## src/pkg/crp_pkg.sv

```systemverilog
package crp_pkg;

    // Register map of the system register window
    localparam logic [7:0] CRP_ADDR_TBL_HI = 8'h82;
    localparam logic [7:0] CRP_ADDR_PTR_LO = 8'h83;
    localparam logic [7:0] CRP_ADDR_PTR_HI = 8'h84;
    localparam logic [7:0] CRP_ADDR_STATUS = 8'h86;
    localparam logic [7:0] CRP_ADDR_PC_LOW = 8'hCE;
    localparam logic [7:0] CRP_ADDR_PC_HIGH = 8'hCF;

    // Status field positions
    localparam int CRP_FLAG_Z = 0;
    localparam int CRP_FLAG_DC = 1;
    localparam int CRP_FLAG_C = 2;
    localparam int CRP_FLAG_MID = 4;
    localparam int CRP_FLAG_HIGH = 5;
    localparam int CRP_CAUSE_LO = 6;
    localparam int CRP_CAUSE_HI = 7;

    // Reset values and fixed steps
    localparam logic [9:0] CRP_PC_RESET = 10'h000;
    localparam logic [7:0] CRP_REG_RESET = 8'h00;
    localparam logic [9:0] CRP_PC_STEP = 10'h001;
    localparam logic [9:0] CRP_PC_SKIP = 10'h002;
    localparam logic [7:0] CRP_ONE = 8'h01;

    // Reset cause codes
    localparam logic [1:0] CRP_CAUSE_WDT = 2'h0;
    localparam logic [1:0] CRP_CAUSE_RSVD = 2'h1;
    localparam logic [1:0] CRP_CAUSE_LVD = 2'h2;
    localparam logic [1:0] CRP_CAUSE_PIN = 2'h3;

    typedef enum logic [4:0] {
        CRP_OP_NOP = 5'h00,
        CRP_OP_MOV_A_IMM = 5'h01,
        CRP_OP_ADD = 5'h02,
        CRP_OP_ADC = 5'h03,
        CRP_OP_SUB = 5'h04,
        CRP_OP_SBC = 5'h05,
        CRP_OP_AND = 5'h06,
        CRP_OP_OR = 5'h07,
        CRP_OP_XOR = 5'h08,
        CRP_OP_RLC = 5'h09,
        CRP_OP_RRC = 5'h0A,
        CRP_OP_COMPARE_SKIP = 5'h0B,
        CRP_OP_INCR_SKIP = 5'h0C,
        CRP_OP_INCR_MEM_SKIP = 5'h0D,
        CRP_OP_DECR_SKIP = 5'h0E,
        CRP_OP_DECR_MEM_SKIP = 5'h0F,
        CRP_OP_BTS0 = 5'h10,
        CRP_OP_BTS1 = 5'h11,
        CRP_OP_B0BTS0 = 5'h12,
        CRP_OP_B0BTS1 = 5'h13,
        CRP_OP_JMP = 5'h14,
        CRP_OP_CALL = 5'h15,
        CRP_OP_VECTOR = 5'h16,
        CRP_OP_SAVE = 5'h17,
        CRP_OP_RESTORE = 5'h18,
        CRP_OP_TABLE_FETCH = 5'h19,
        CRP_OP_MOV_REG_A = 5'h1A,
        CRP_OP_MOV_A_REG = 5'h1B,
        CRP_OP_BSET = 5'h1C,
        CRP_OP_BCLR = 5'h1D,
        CRP_OP_PCL_ADD = 5'h1E,
        CRP_OP_PCL_SUB = 5'h1F
    } crp_op_t;

    typedef struct packed {
        logic valid;
        crp_op_t code;
        logic carry_in;
        logic [7:0] operand;
        logic [7:0] addr;
        logic [2:0] bit_sel;
        logic [9:0] target;
    } crp_op_req_t;

    typedef struct packed {
        logic wr;
        logic rd;
        logic [7:0] addr;
        logic [7:0] wdata;
    } crp_bus_req_t;

    typedef struct packed {
        logic [7:0] acc;
        logic flag_c;
        logic flag_dc;
        logic flag_z;
        logic [1:0] cause;
        logic [7:0] tbl_hi;
        logic [7:0] ptr_lo;
        logic [7:0] ptr_hi;
        logic [9:0] pc;
        logic [7:0] save_acc;
        logic [7:0] save_status;
        logic [7:0] rd_data;
        logic mem_we;
        logic [7:0] mem_wdata;
        logic hi_meta;
        logic hi_sync;
        logic mid_meta;
        logic mid_sync;
        logic hopt_meta;
        logic hopt_sync;
        logic mopt_meta;
        logic mopt_sync;
    } crp_state_t;

endpackage

```

## src/core/crp_core.sv

```systemverilog
// Notes on behaviour
// - Unmapped 8-bit work result register
// - Add/subtract update zero, carry, nibble flags; logic ops zero only, rotates carry only
// - Interrupt entry saves nothing but address
// - Save/restore copy result and flags buffers
// - Status bits 7:6 give reset cause
// - Bit 5 shows supply at/below high threshold
// - Bit 4 shows supply at/below mid threshold
// - Carry: add carry, no borrow, rotate-out
// - Nibble flag: low-nibble carry or no borrow
// - Zero flag set when result is zero
// - Ten-bit instruction pointer, reset to zero
// - Pointer advances one per instruction
// - Jump and call load full target address
// - Nine skip instructions advance pointer by two
// - Compare-skip skips when result register equals operand
// - Increment-skip skips on wrap to zero
// - Decrement-skip skips on one to zero
// - Add into low byte carries into high
// - Borrow from low byte leaves high unchanged
// - Two 8-bit pointer registers as storage
// - Pointer pair addresses table fetch ROM
// - Table fetch splits word into two registers
// - Bit set/clear only on read-write registers
`timescale 1ns/100ps
module crp_core
    import crp_pkg::*;
(
    // Clock and reset
    input logic core_clk,
    input logic rst,
    // Register port
    input crp_bus_req_t bus_req,
    output logic [7:0] bus_rdata,
    // Instruction execution port
    input crp_op_req_t op_req,
    input logic [15:0] rom_word,
    // Supply monitor and reset controller
    input logic vdd_below_high,
    input logic vdd_below_mid,
    input logic brownout_high_option,
    input logic brownout_mid_option,
    input logic [1:0] reset_cause_in,
    // Datapath outputs
    output logic [7:0] work_result_reg,
    output logic [9:0] instr_addr,
    output logic [15:0] indirect_window,
    output logic [15:0] rom_addr,
    output logic mem_we,
    output logic [7:0] mem_wdata
);

    crp_state_t s_reg;
    crp_state_t s_next;

    // Readback of status, brownout bits are live and read-only
    function automatic logic [7:0] status_value(input crp_state_t st);
        logic [7:0] v;
        v = CRP_REG_RESET;
        v[CRP_CAUSE_HI] = st.cause[1];
        v[CRP_CAUSE_LO] = st.cause[0];
        v[CRP_FLAG_HIGH] = st.hi_sync & st.hopt_sync;
        v[CRP_FLAG_MID] = st.mid_sync & st.mopt_sync;
        v[CRP_FLAG_C] = st.flag_c;
        v[CRP_FLAG_DC] = st.flag_dc;
        v[CRP_FLAG_Z] = st.flag_z;
        return v;
    endfunction

    // Shared decode for bus reads and register moves
    function automatic logic [7:0] reg_read(input crp_state_t st, input logic [7:0] addr);
        logic [7:0] v;
        v = CRP_REG_RESET;
        case (addr)
            CRP_ADDR_TBL_HI: v = st.tbl_hi;
            CRP_ADDR_PTR_LO: v = st.ptr_lo;
            CRP_ADDR_PTR_HI: v = st.ptr_hi;
            CRP_ADDR_STATUS: v = status_value(st);
            CRP_ADDR_PC_LOW: v = st.pc[7:0];
            CRP_ADDR_PC_HIGH: v = {6'h00, st.pc[9:8]};
            default: v = CRP_REG_RESET;
        endcase
        return v;
    endfunction

    function automatic logic reg_is_rw(input logic [7:0] addr);
        logic ok;
        ok = 1'b0;
        case (addr)
            CRP_ADDR_TBL_HI, CRP_ADDR_PTR_LO, CRP_ADDR_PTR_HI,
            CRP_ADDR_STATUS, CRP_ADDR_PC_LOW, CRP_ADDR_PC_HIGH: ok = 1'b1;
            default: ok = 1'b0;
        endcase
        return ok;
    endfunction

    // Write path shared by bus and instruction moves
    function automatic crp_state_t reg_write(input crp_state_t st, input logic [7:0] addr,
                                             input logic [7:0] data);
        crp_state_t r;
        r = st;
        case (addr)
            CRP_ADDR_TBL_HI: r.tbl_hi = data;
            CRP_ADDR_PTR_LO: r.ptr_lo = data;
            CRP_ADDR_PTR_HI: r.ptr_hi = data;

            CRP_ADDR_STATUS: begin
                r.cause = {data[CRP_CAUSE_HI], data[CRP_CAUSE_LO]};
                r.flag_c = data[CRP_FLAG_C];
                r.flag_dc = data[CRP_FLAG_DC];
                r.flag_z = data[CRP_FLAG_Z];
            end

            CRP_ADDR_PC_LOW: r.pc = {st.pc[9:8], data};
            CRP_ADDR_PC_HIGH: r.pc = {data[1:0], st.pc[7:0]};
            default: r = st;
        endcase
        return r;
    endfunction

    function automatic logic pc_touched(input logic [7:0] addr);
        return (addr == CRP_ADDR_PC_LOW) || (addr == CRP_ADDR_PC_HIGH);
    endfunction

    always_comb begin
        logic [8:0] sum9;
        logic [4:0] sum5;
        logic [7:0] res;
        logic [7:0] rv;
        logic cin;
        logic skip;
        logic pc_loaded;
        sum9 = 9'h000;
        sum5 = 5'h00;
        res = CRP_REG_RESET;
        rv = CRP_REG_RESET;
        cin = 1'b0;
        skip = 1'b0;
        pc_loaded = 1'b0;
        s_next = s_reg;
        // Strobe lasts one cycle only
        s_next.mem_we = 1'b0;

        // Two-stage synchronisers for analog and option levels
        // Brownout bits lag their inputs by two cycles
        s_next.hi_meta = vdd_below_high;
        s_next.hi_sync = s_reg.hi_meta;
        s_next.mid_meta = vdd_below_mid;
        s_next.mid_sync = s_reg.mid_meta;
        s_next.hopt_meta = brownout_high_option;
        s_next.hopt_sync = s_reg.hopt_meta;
        s_next.mopt_meta = brownout_mid_option;
        s_next.mopt_sync = s_reg.mopt_meta;

        // Read data valid only in the cycle after the strobe
        s_next.rd_data = bus_req.rd ? reg_read(s_reg, bus_req.addr) : CRP_REG_RESET;

        if (bus_req.wr) begin
            s_next = reg_write(s_next, bus_req.addr, bus_req.wdata);
            pc_loaded = pc_touched(bus_req.addr);
        end

        // Instruction results override a same-cycle bus write
        if (op_req.valid) begin
            case (op_req.code)
                CRP_OP_MOV_A_IMM: begin
                    s_next.acc = op_req.operand;
                end

                CRP_OP_ADD, CRP_OP_ADC, CRP_OP_SUB, CRP_OP_SBC: begin
                    cin = (op_req.code == CRP_OP_ADC || op_req.code == CRP_OP_SBC) ?
                          s_reg.flag_c : 1'b0;
                    rv = (op_req.code == CRP_OP_SUB || op_req.code == CRP_OP_SBC) ?
                         ~op_req.operand : op_req.operand;
                    if (op_req.code == CRP_OP_SUB) begin
                        cin = 1'b1;
                    end
                    sum9 = 9'({1'b0, s_reg.acc} + {1'b0, rv} + {8'h00, cin});
                    sum5 = 5'({1'b0, s_reg.acc[3:0]} + {1'b0, rv[3:0]} + {4'h0, cin});
                    s_next.acc = sum9[7:0];
                    s_next.flag_c = sum9[8];
                    s_next.flag_dc = sum5[4];
                    s_next.flag_z = (sum9[7:0] == CRP_REG_RESET);
                end

                CRP_OP_AND, CRP_OP_OR, CRP_OP_XOR: begin
                    case (op_req.code)
                        CRP_OP_AND: res = s_reg.acc & op_req.operand;
                        CRP_OP_OR: res = s_reg.acc | op_req.operand;
                        default: res = s_reg.acc ^ op_req.operand;
                    endcase
                    s_next.acc = res;
                    s_next.flag_z = (res == CRP_REG_RESET);
                end

                CRP_OP_RLC: begin
                    s_next.acc = {s_reg.acc[6:0], s_reg.flag_c};
                    s_next.flag_c = s_reg.acc[7];
                end

                CRP_OP_RRC: begin
                    s_next.acc = {s_reg.flag_c, s_reg.acc[7:1]};
                    s_next.flag_c = s_reg.acc[0];
                end

                CRP_OP_COMPARE_SKIP: begin
                    sum9 = 9'({1'b0, s_reg.acc} + {1'b0, ~op_req.operand} + 9'h001);
                    s_next.flag_c = sum9[8];
                    s_next.flag_z = (sum9[7:0] == CRP_REG_RESET);
                    skip = (s_reg.acc == op_req.operand);
                end

                CRP_OP_INCR_SKIP, CRP_OP_INCR_MEM_SKIP: begin
                    res = 8'(op_req.operand + CRP_ONE);
                    skip = (res == CRP_REG_RESET);
                    if (op_req.code == CRP_OP_INCR_SKIP) begin
                        s_next.acc = res;
                    end else begin
                        s_next.mem_we = 1'b1;
                        s_next.mem_wdata = res;
                    end
                end

                CRP_OP_DECR_SKIP, CRP_OP_DECR_MEM_SKIP: begin
                    res = 8'(op_req.operand - CRP_ONE);
                    skip = (op_req.operand == CRP_ONE);
                    if (op_req.code == CRP_OP_DECR_SKIP) begin
                        s_next.acc = res;
                    end else begin
                        s_next.mem_we = 1'b1;
                        s_next.mem_wdata = res;
                    end
                end

                CRP_OP_BTS0, CRP_OP_B0BTS0: begin
                    skip = ~op_req.operand[op_req.bit_sel];
                end

                CRP_OP_BTS1, CRP_OP_B0BTS1: begin
                    skip = op_req.operand[op_req.bit_sel];
                end

                CRP_OP_JMP, CRP_OP_CALL: begin
                    s_next.pc = op_req.target;
                    pc_loaded = 1'b1;
                end

                CRP_OP_VECTOR: begin
                    s_next.pc = op_req.target;
                    pc_loaded = 1'b1;
                end

                CRP_OP_SAVE: begin
                    s_next.save_acc = s_reg.acc;
                    s_next.save_status = status_value(s_reg);
                end

                CRP_OP_RESTORE: begin
                    s_next.acc = s_reg.save_acc;
                    s_next = reg_write(s_next, CRP_ADDR_STATUS, s_reg.save_status);
                end

                CRP_OP_TABLE_FETCH: begin
                    // high to table register, low to result
                    s_next.tbl_hi = rom_word[15:8];
                    s_next.acc = rom_word[7:0];
                end

                CRP_OP_MOV_REG_A: begin
                    // Pc targets count as loads, no extra step
                    s_next = reg_write(s_next, op_req.addr, s_reg.acc);
                    pc_loaded = pc_loaded | pc_touched(op_req.addr);
                end

                CRP_OP_MOV_A_REG: begin
                    // Same decode as bus reads
                    s_next.acc = reg_read(s_reg, op_req.addr);
                end

                CRP_OP_BSET, CRP_OP_BCLR: begin
                    if (reg_is_rw(op_req.addr)) begin
                        rv = reg_read(s_reg, op_req.addr);
                        rv[op_req.bit_sel] = (op_req.code == CRP_OP_BSET);
                        s_next = reg_write(s_next, op_req.addr, rv);
                        pc_loaded = pc_loaded | pc_touched(op_req.addr);
                    end
                end

                CRP_OP_PCL_ADD: begin
                    cin = op_req.carry_in & s_reg.flag_c;
                    sum9 = 9'({1'b0, s_reg.pc[7:0]} + {1'b0, s_reg.acc} + {8'h00, cin});
                    sum5 = 5'({1'b0, s_reg.pc[3:0]} + {1'b0, s_reg.acc[3:0]} + {4'h0, cin});
                    s_next.pc = {2'(s_reg.pc[9:8] + {1'b0, sum9[8]}), sum9[7:0]};
                    s_next.flag_c = sum9[8];
                    s_next.flag_dc = sum5[4];
                    s_next.flag_z = (sum9[7:0] == CRP_REG_RESET);
                    pc_loaded = 1'b1;
                end

                CRP_OP_PCL_SUB: begin
                    sum9 = 9'({1'b0, s_reg.pc[7:0]} + {1'b0, ~s_reg.acc} + 9'h001);
                    sum5 = 5'({1'b0, s_reg.pc[3:0]} + {1'b0, ~s_reg.acc[3:0]} + 5'h01);
                    s_next.pc = {s_reg.pc[9:8], sum9[7:0]};
                    s_next.flag_c = sum9[8];
                    s_next.flag_dc = sum5[4];
                    s_next.flag_z = (sum9[7:0] == CRP_REG_RESET);
                    pc_loaded = 1'b1;
                end

                default: begin
                    s_next.acc = s_reg.acc;
                end
            endcase
            // two steps on a true skip
            if (!pc_loaded) begin
                s_next.pc = 10'(s_reg.pc + (skip ? CRP_PC_SKIP : CRP_PC_STEP));
            end
        end
    end

    always_ff @(posedge core_clk) begin
        if (rst) begin
            s_reg <= '0;
            s_reg.pc <= CRP_PC_RESET;
            s_reg.cause <= reset_cause_in;

        end else begin
            s_reg <= s_next;
        end
    end

    assign bus_rdata = s_reg.rd_data;
    // result register only on a port
    assign work_result_reg = s_reg.acc;
    assign instr_addr = s_reg.pc;
    assign indirect_window = {s_reg.ptr_hi, s_reg.ptr_lo};
    assign rom_addr = {s_reg.ptr_hi, s_reg.ptr_lo};
    assign mem_we = s_reg.mem_we;
    assign mem_wdata = s_reg.mem_wdata;

endmodule

```

## config.mk

```make
export PLATFORM = sky130hd
export DESIGN_NAME = crp_core
export DESIGN_NICKNAME = d
export VERILOG_FILES = /design/src/pkg/crp_pkg.sv /design/src/core/crp_core.sv
export SDC_FILE = /design/constraint.sdc
export NUM_CORES = 1
export LEC_CHECK = 0
export ABC_AREA = 1
export BUFFER_PORTS_ARGS = -buffer_cell sky130_fd_sc_hd__buf_2
export CORE_MARGIN = 2
export CORE_UTILIZATION = 40
export DETAILED_ROUTE_END_ITERATION = 6
export PLACE_DENSITY = 0.55
export SETUP_SLACK_MARGIN = 0.4
export SYNTH_ARGS = -nofsm -noshare
export SYNTH_HDL_FRONTEND = slang
export SYNTH_SLANG_ARGS = --single-unit
```

## constraint.sdc

```tcl
create_clock -name core_clk -period 4.2 [get_ports core_clk]
set_clock_uncertainty 0.05 [all_clocks]
set_input_delay 0.21 -clock core_clk [delete_from_list [all_inputs] [get_ports core_clk]]
set_output_delay 0.21 -clock core_clk [all_outputs]
set_load 0.01 [all_outputs]
```

==> reports/results.env <==
CTS.PATH.MAX_BUFFERS=2
PLACE.GP.CONGESTION=0.979
LAYOUT.NETS=1783
SLEW_WORST_PIN_NS=0.935
RESULT_OF_THE_RUN='completed'
TIMING.FINAL.WS_SETUP_NS=0.800
NETLIST_INSTANCES=1583
MIN_PATH_CELLS=3
TIMING.CRITICAL_PATH.SLOWEST_STAGE_CELL='fa_1'
FLOORPLAN.DIE.WIDTH_UM=160
LAYOUT.CELLS.MOST_COMMON_LIST='nand2_1 (391), inv_1 (192), buf_2 (144)'
COREAREA_UM2=23600
MET2ROUTEDLENGTH_MM=18.6
SEQ_AREA_FRAC_SYNTH=0.175
SYN_TO_FINAL_GROWTH_PCT=8.68
DRT_FIRST_PASS_ITERS=6
COMB_POWER_SHARE=0.314
SETUP_VIOL=0
DR_WL_MET3_MM=3.87
CTS-RESIZED-GATES=0
DIEAREA_UM2=25500
FIRST_ITER_VIOLATIONS=1297
ROUTE.TOP_LAYER_USED='met4'
SHARE_OF_FINAL_LAYOUT_STANDARD_CELLS_STRONGER_THAN_DRIVE_STRENGTH_1=0.152
CLKSINKCOUNT=85
MAX-SLEW-MARGIN-REL=0.372
TIMING.CRITICAL_PATH.CELLS='inv_1 > ha_1 > inv_1 > nand2_1 > nor3_1 > nand3_1 > nand2_1 > nor2_1 > nand2_1 > inv_1 > ha_1 > fa_1 > nand3_1 > nor2_1 > nand3_1 > xor2_1 > o21ai_0 > inv_1 > nand2_1 > nand2_1 > a21oi_1'
CRITICAL_PATH_CLASS='reg2reg'
PLACEMENT.CELL_AREA_UM2=10200
REG2REG_FROM='work_result_reg[2]'
FINALWIRELENGTH_MM=42.7
WORST_PATH_LARGEST_CELL_DELAY_NS=0.40
ROUTED_WIRE_LENGTH_PER_INSTANCE_UM=21.7
SETUP_REPAIR_AFTER_GLOBAL_ROUTING_MISSED_ITS_MARGIN='no'
ARRIVAL_TIME_WORST_ENDPOINT_NS=3.57
CRITICAL_PATH.TOP_DELAY_FAMILY='simple AND/OR/NAND/NOR gates'
FIN_AREA_UM2=10500
DRT-VIAS-PER-INSTANCE=5.69
YS_DOMINANT_REG_CELL='dfxtp_1'
INSERTEDDIODECOUNT=0
CAP_VIOL_MAX_COUNT=0
MIN_PERIOD_NS=3.40
FLOORPLAN.IO_PINS=145
CTS-BUFFERS-INSERTED=9
ANTENNA_FOUND_INITIAL=0
HOLD-WORST-SLACK_NS=0.00889
POST-CTS-SETUP-BUFFER-COUNT=0
FIN_CRIT_SH=0.809
CRITPATHMOSTFREQUENTCELL='nand2_1'
HOLD_PATH.CLASS='in2reg'
DPL.HPWL_MM=33.9
GRT_START_MAX_NET_PINS=44
REQUIRED_NS=4.37
IR_WORST_VDD_V=0.000160
FMAX_GHz=0.294
INSERTION_DELAY_NS=0.36
VIA_COUNT_OF_THE_FIRST_GLOBAL_ROUTING_PASS=10200
EDFF_COUNT_SYNTH=0
DRCVIOLATIONCOUNT=0
SETUP_TOTAL_NEGATIVE_SLACK_NS=0
CRITPATHMAXFANOUT=6
CELLPOWERDENSITY_nW_PER_UM2=243
STATIC-LEAKAGE-POWER_nW=5.24
PRE_CTS_SLACK_NS=0.717
LAYOUT_COMMONEST_CELL='nand2_1'
ROW_COUNT=56
MIN_DELAY_WORST_ENDPOINT='s_reg[3]'
GRT_PASS1_WL_MM=63.1
REG2REG_DEPTH=21
POST_SYNTH_INSTANCE_AREA_UM2=9700
IO_BUFFER_COUNT=144
TOTAL_SWITCHING_POWER_mW=0.993
DIE_H_UM=160
CTS_HOLD_BUFFERS=3
WORSTSETUPSTARTPOINTTYPE='flop'
HOLD_PATH_STARTPOINT='brownout_high_option'
FLOORPLAN.INITIALDENSITY=0.411
WORSTREG2REGEND='instr_addr[8]'
SEQPWRFRAC=0.337
SYNTH_SEQ_CELLS=85
WORST_SETUP_PATH_END_KIND='flop'
TRITONCTS_CLOCK_TREE='yes'
YS_WARN_COUNT=0
FINAL_HOLD_VIOL_COUNT=0
CLKPWRFRAC=0.349
POSTROUTEANTENNANETS=0
LAYOUT.FILLER_CELLS=2589
VIA_COUNT=11200
SWITCHING_SHARE=0.387
CLKSLEWWORSTSETUPHOLDPATHS_NS=0.07
MET1_LAYER_WIRELENGTH_IN_THE_FINAL_ROUTING_MM=18.7
INTERNAL_POWER_mW=1.57
CRIT_BUF_INV=4
SETUP_SLACK_OF_THE_WORST_REGISTER_TO_REGISTER_PATH_NS=0.80
GR-TOTAL-OVERFLOW=0
SYNTH.AVG_CELL_AREA_UM2=6.13
CTS_MAX_LEVEL=3
CTS.ROOT.BUFFER_CELL='clkbuf_16'
POSTSYNTHNETCOUNT=1721
MAXSLEWVIOLCOUNT=0
YS_TYPES=60
SYNTH_ASYNC_SR_FLOP_SHARE=0
GLOBALROUTETOTALUTIL=0.324
[worst reg2reg max path, cell delays in order, from the launching register on]
cell and delay (ns):
dfxtp_1 0.31, inv_1 0.20, ha_1 0.31, inv_1 0.18, nand2_1 0.10, nor3_1 0.17, nand3_1 0.15, nand2_1 0.10
nor2_1 0.05, nand2_1 0.18, inv_1 0.08, ha_1 0.21, fa_1 0.40, nand3_1 0.14, nor2_1 0.07, nand3_1 0.09
xor2_1 0.15, o21ai_0 0.09, inv_1 0.07, nand2_1 0.05, nand2_1 0.06, a21oi_1 0.06
[area by class of cell]
class / count / area, um2 / share of cell area
clock buffers: 10 / 239 / 0.0227
inverters: 213 / 805 / 0.0763
repair buffers: 161 / 856 / 0.0812
multi-input cells: 1175 / 6460 / 0.613
well taps: 319 / 399 / 0.0379
flip-flops and latches: 85 / 1700 / 0.161
clock inverters: 6 / 77.6 / 0.00736
[power groups by stage]
stage	sequential, mW	combinational, mW	clock (mW)
after floorplan	0.877	0.517	0
after global placement	0.881	0.784	0
after detailed placement	0.881	0.782	0
after CTS	0.862	0.787	0.896
after global routing	0.865	0.877	0.928
final	0.863	0.805	0.896
[per-layer routing]
metal  vias up  GRT usage
li1       5286          -
met3        99     0.0405
met5         -          0
met2       669      0.508
met1      5152      0.455
met4         0      0.121
[through the flow]
step,utilization,power (mW),cells
3_5_place_dp,0.432,1.66,1950
4_1_cts,0.446,2.54,1969
2_1_floorplan,-,1.39,1583
6_report,0.446,2.56,1969
3_3_place_gp,0.432,1.66,1950
5_1_grt,0.446,2.67,1969
[synth_stat cells (all sizes together) (3+ instances only)]
| master | number | area share |
|---|---|---|
| o211ai | 17 | 0.013 |
| dfxtp | 85 | 0.18 |
| o22ai | 18 | 0.012 |
| a31oi | 8 | 0.0052 |
| nand4 | 33 | 0.021 |
| o21ai | 100 | 0.054 |
| a221oi | 9 | 0.0081 |
| o2bb2ai | 3 | 0.0027 |
| nor4 | 5 | 0.0045 |
| nand2 | 410 | 0.17 |
| or2 | 4 | 0.0026 |
| o2111ai | 4 | 0.0036 |
| o21bai | 3 | 0.0023 |
| nand3b | 5 | 0.0039 |
| clkbuf | 24 | 0.0094 |
| nor2 | 146 | 0.069 |
| o221ai | 3 | 0.0027 |
| nand3 | 125 | 0.067 |
| inv | 212 | 0.083 |
| fa | 7 | 0.014 |
| xor2 | 41 | 0.037 |
| a311oi | 3 | 0.0027 |
| ha | 53 | 0.068 |
| buf | 86 | 0.066 |
| nor3 | 27 | 0.016 |
| nor3b | 3 | 0.0028 |
| xnor2 | 3 | 0.0027 |
| a21oi | 122 | 0.064 |
| a2111oi | 4 | 0.0036 |
| a211oi | 8 | 0.0067 |
[worst max-delay path by stage]
stage	startpoint	cells past startpoint	to
2_1_floorplan	work_result_reg[4]	19	instr_addr[8]
3_3_place_gp	op_req[24]	22	instr_addr[8]
3_5_place_dp	op_req[24]	22	instr_addr[8]
4_1_cts	work_result_reg[2]	21	instr_addr[8]
5_1_grt	work_result_reg[2]	21	instr_addr[8]
6_report	work_result_reg[2]	21	instr_addr[8]
[logic make-up (layout without fill, tap and decap cells)]
group                    after synthesis  in the layout  synth area share
AND/OR/NAND/NOR                      758            758             0.353
buffers and inverters                323            390             0.158
AO/OA/AOI/OAI                        311            311             0.188
flip-flops                            85             85             0.175
adder cells (fa/ha/maj)               60             60            0.0828
XOR/XNOR                              44             44            0.0397
multiplexers                           2              2           0.00219
(Power assumes the default switching activity.)
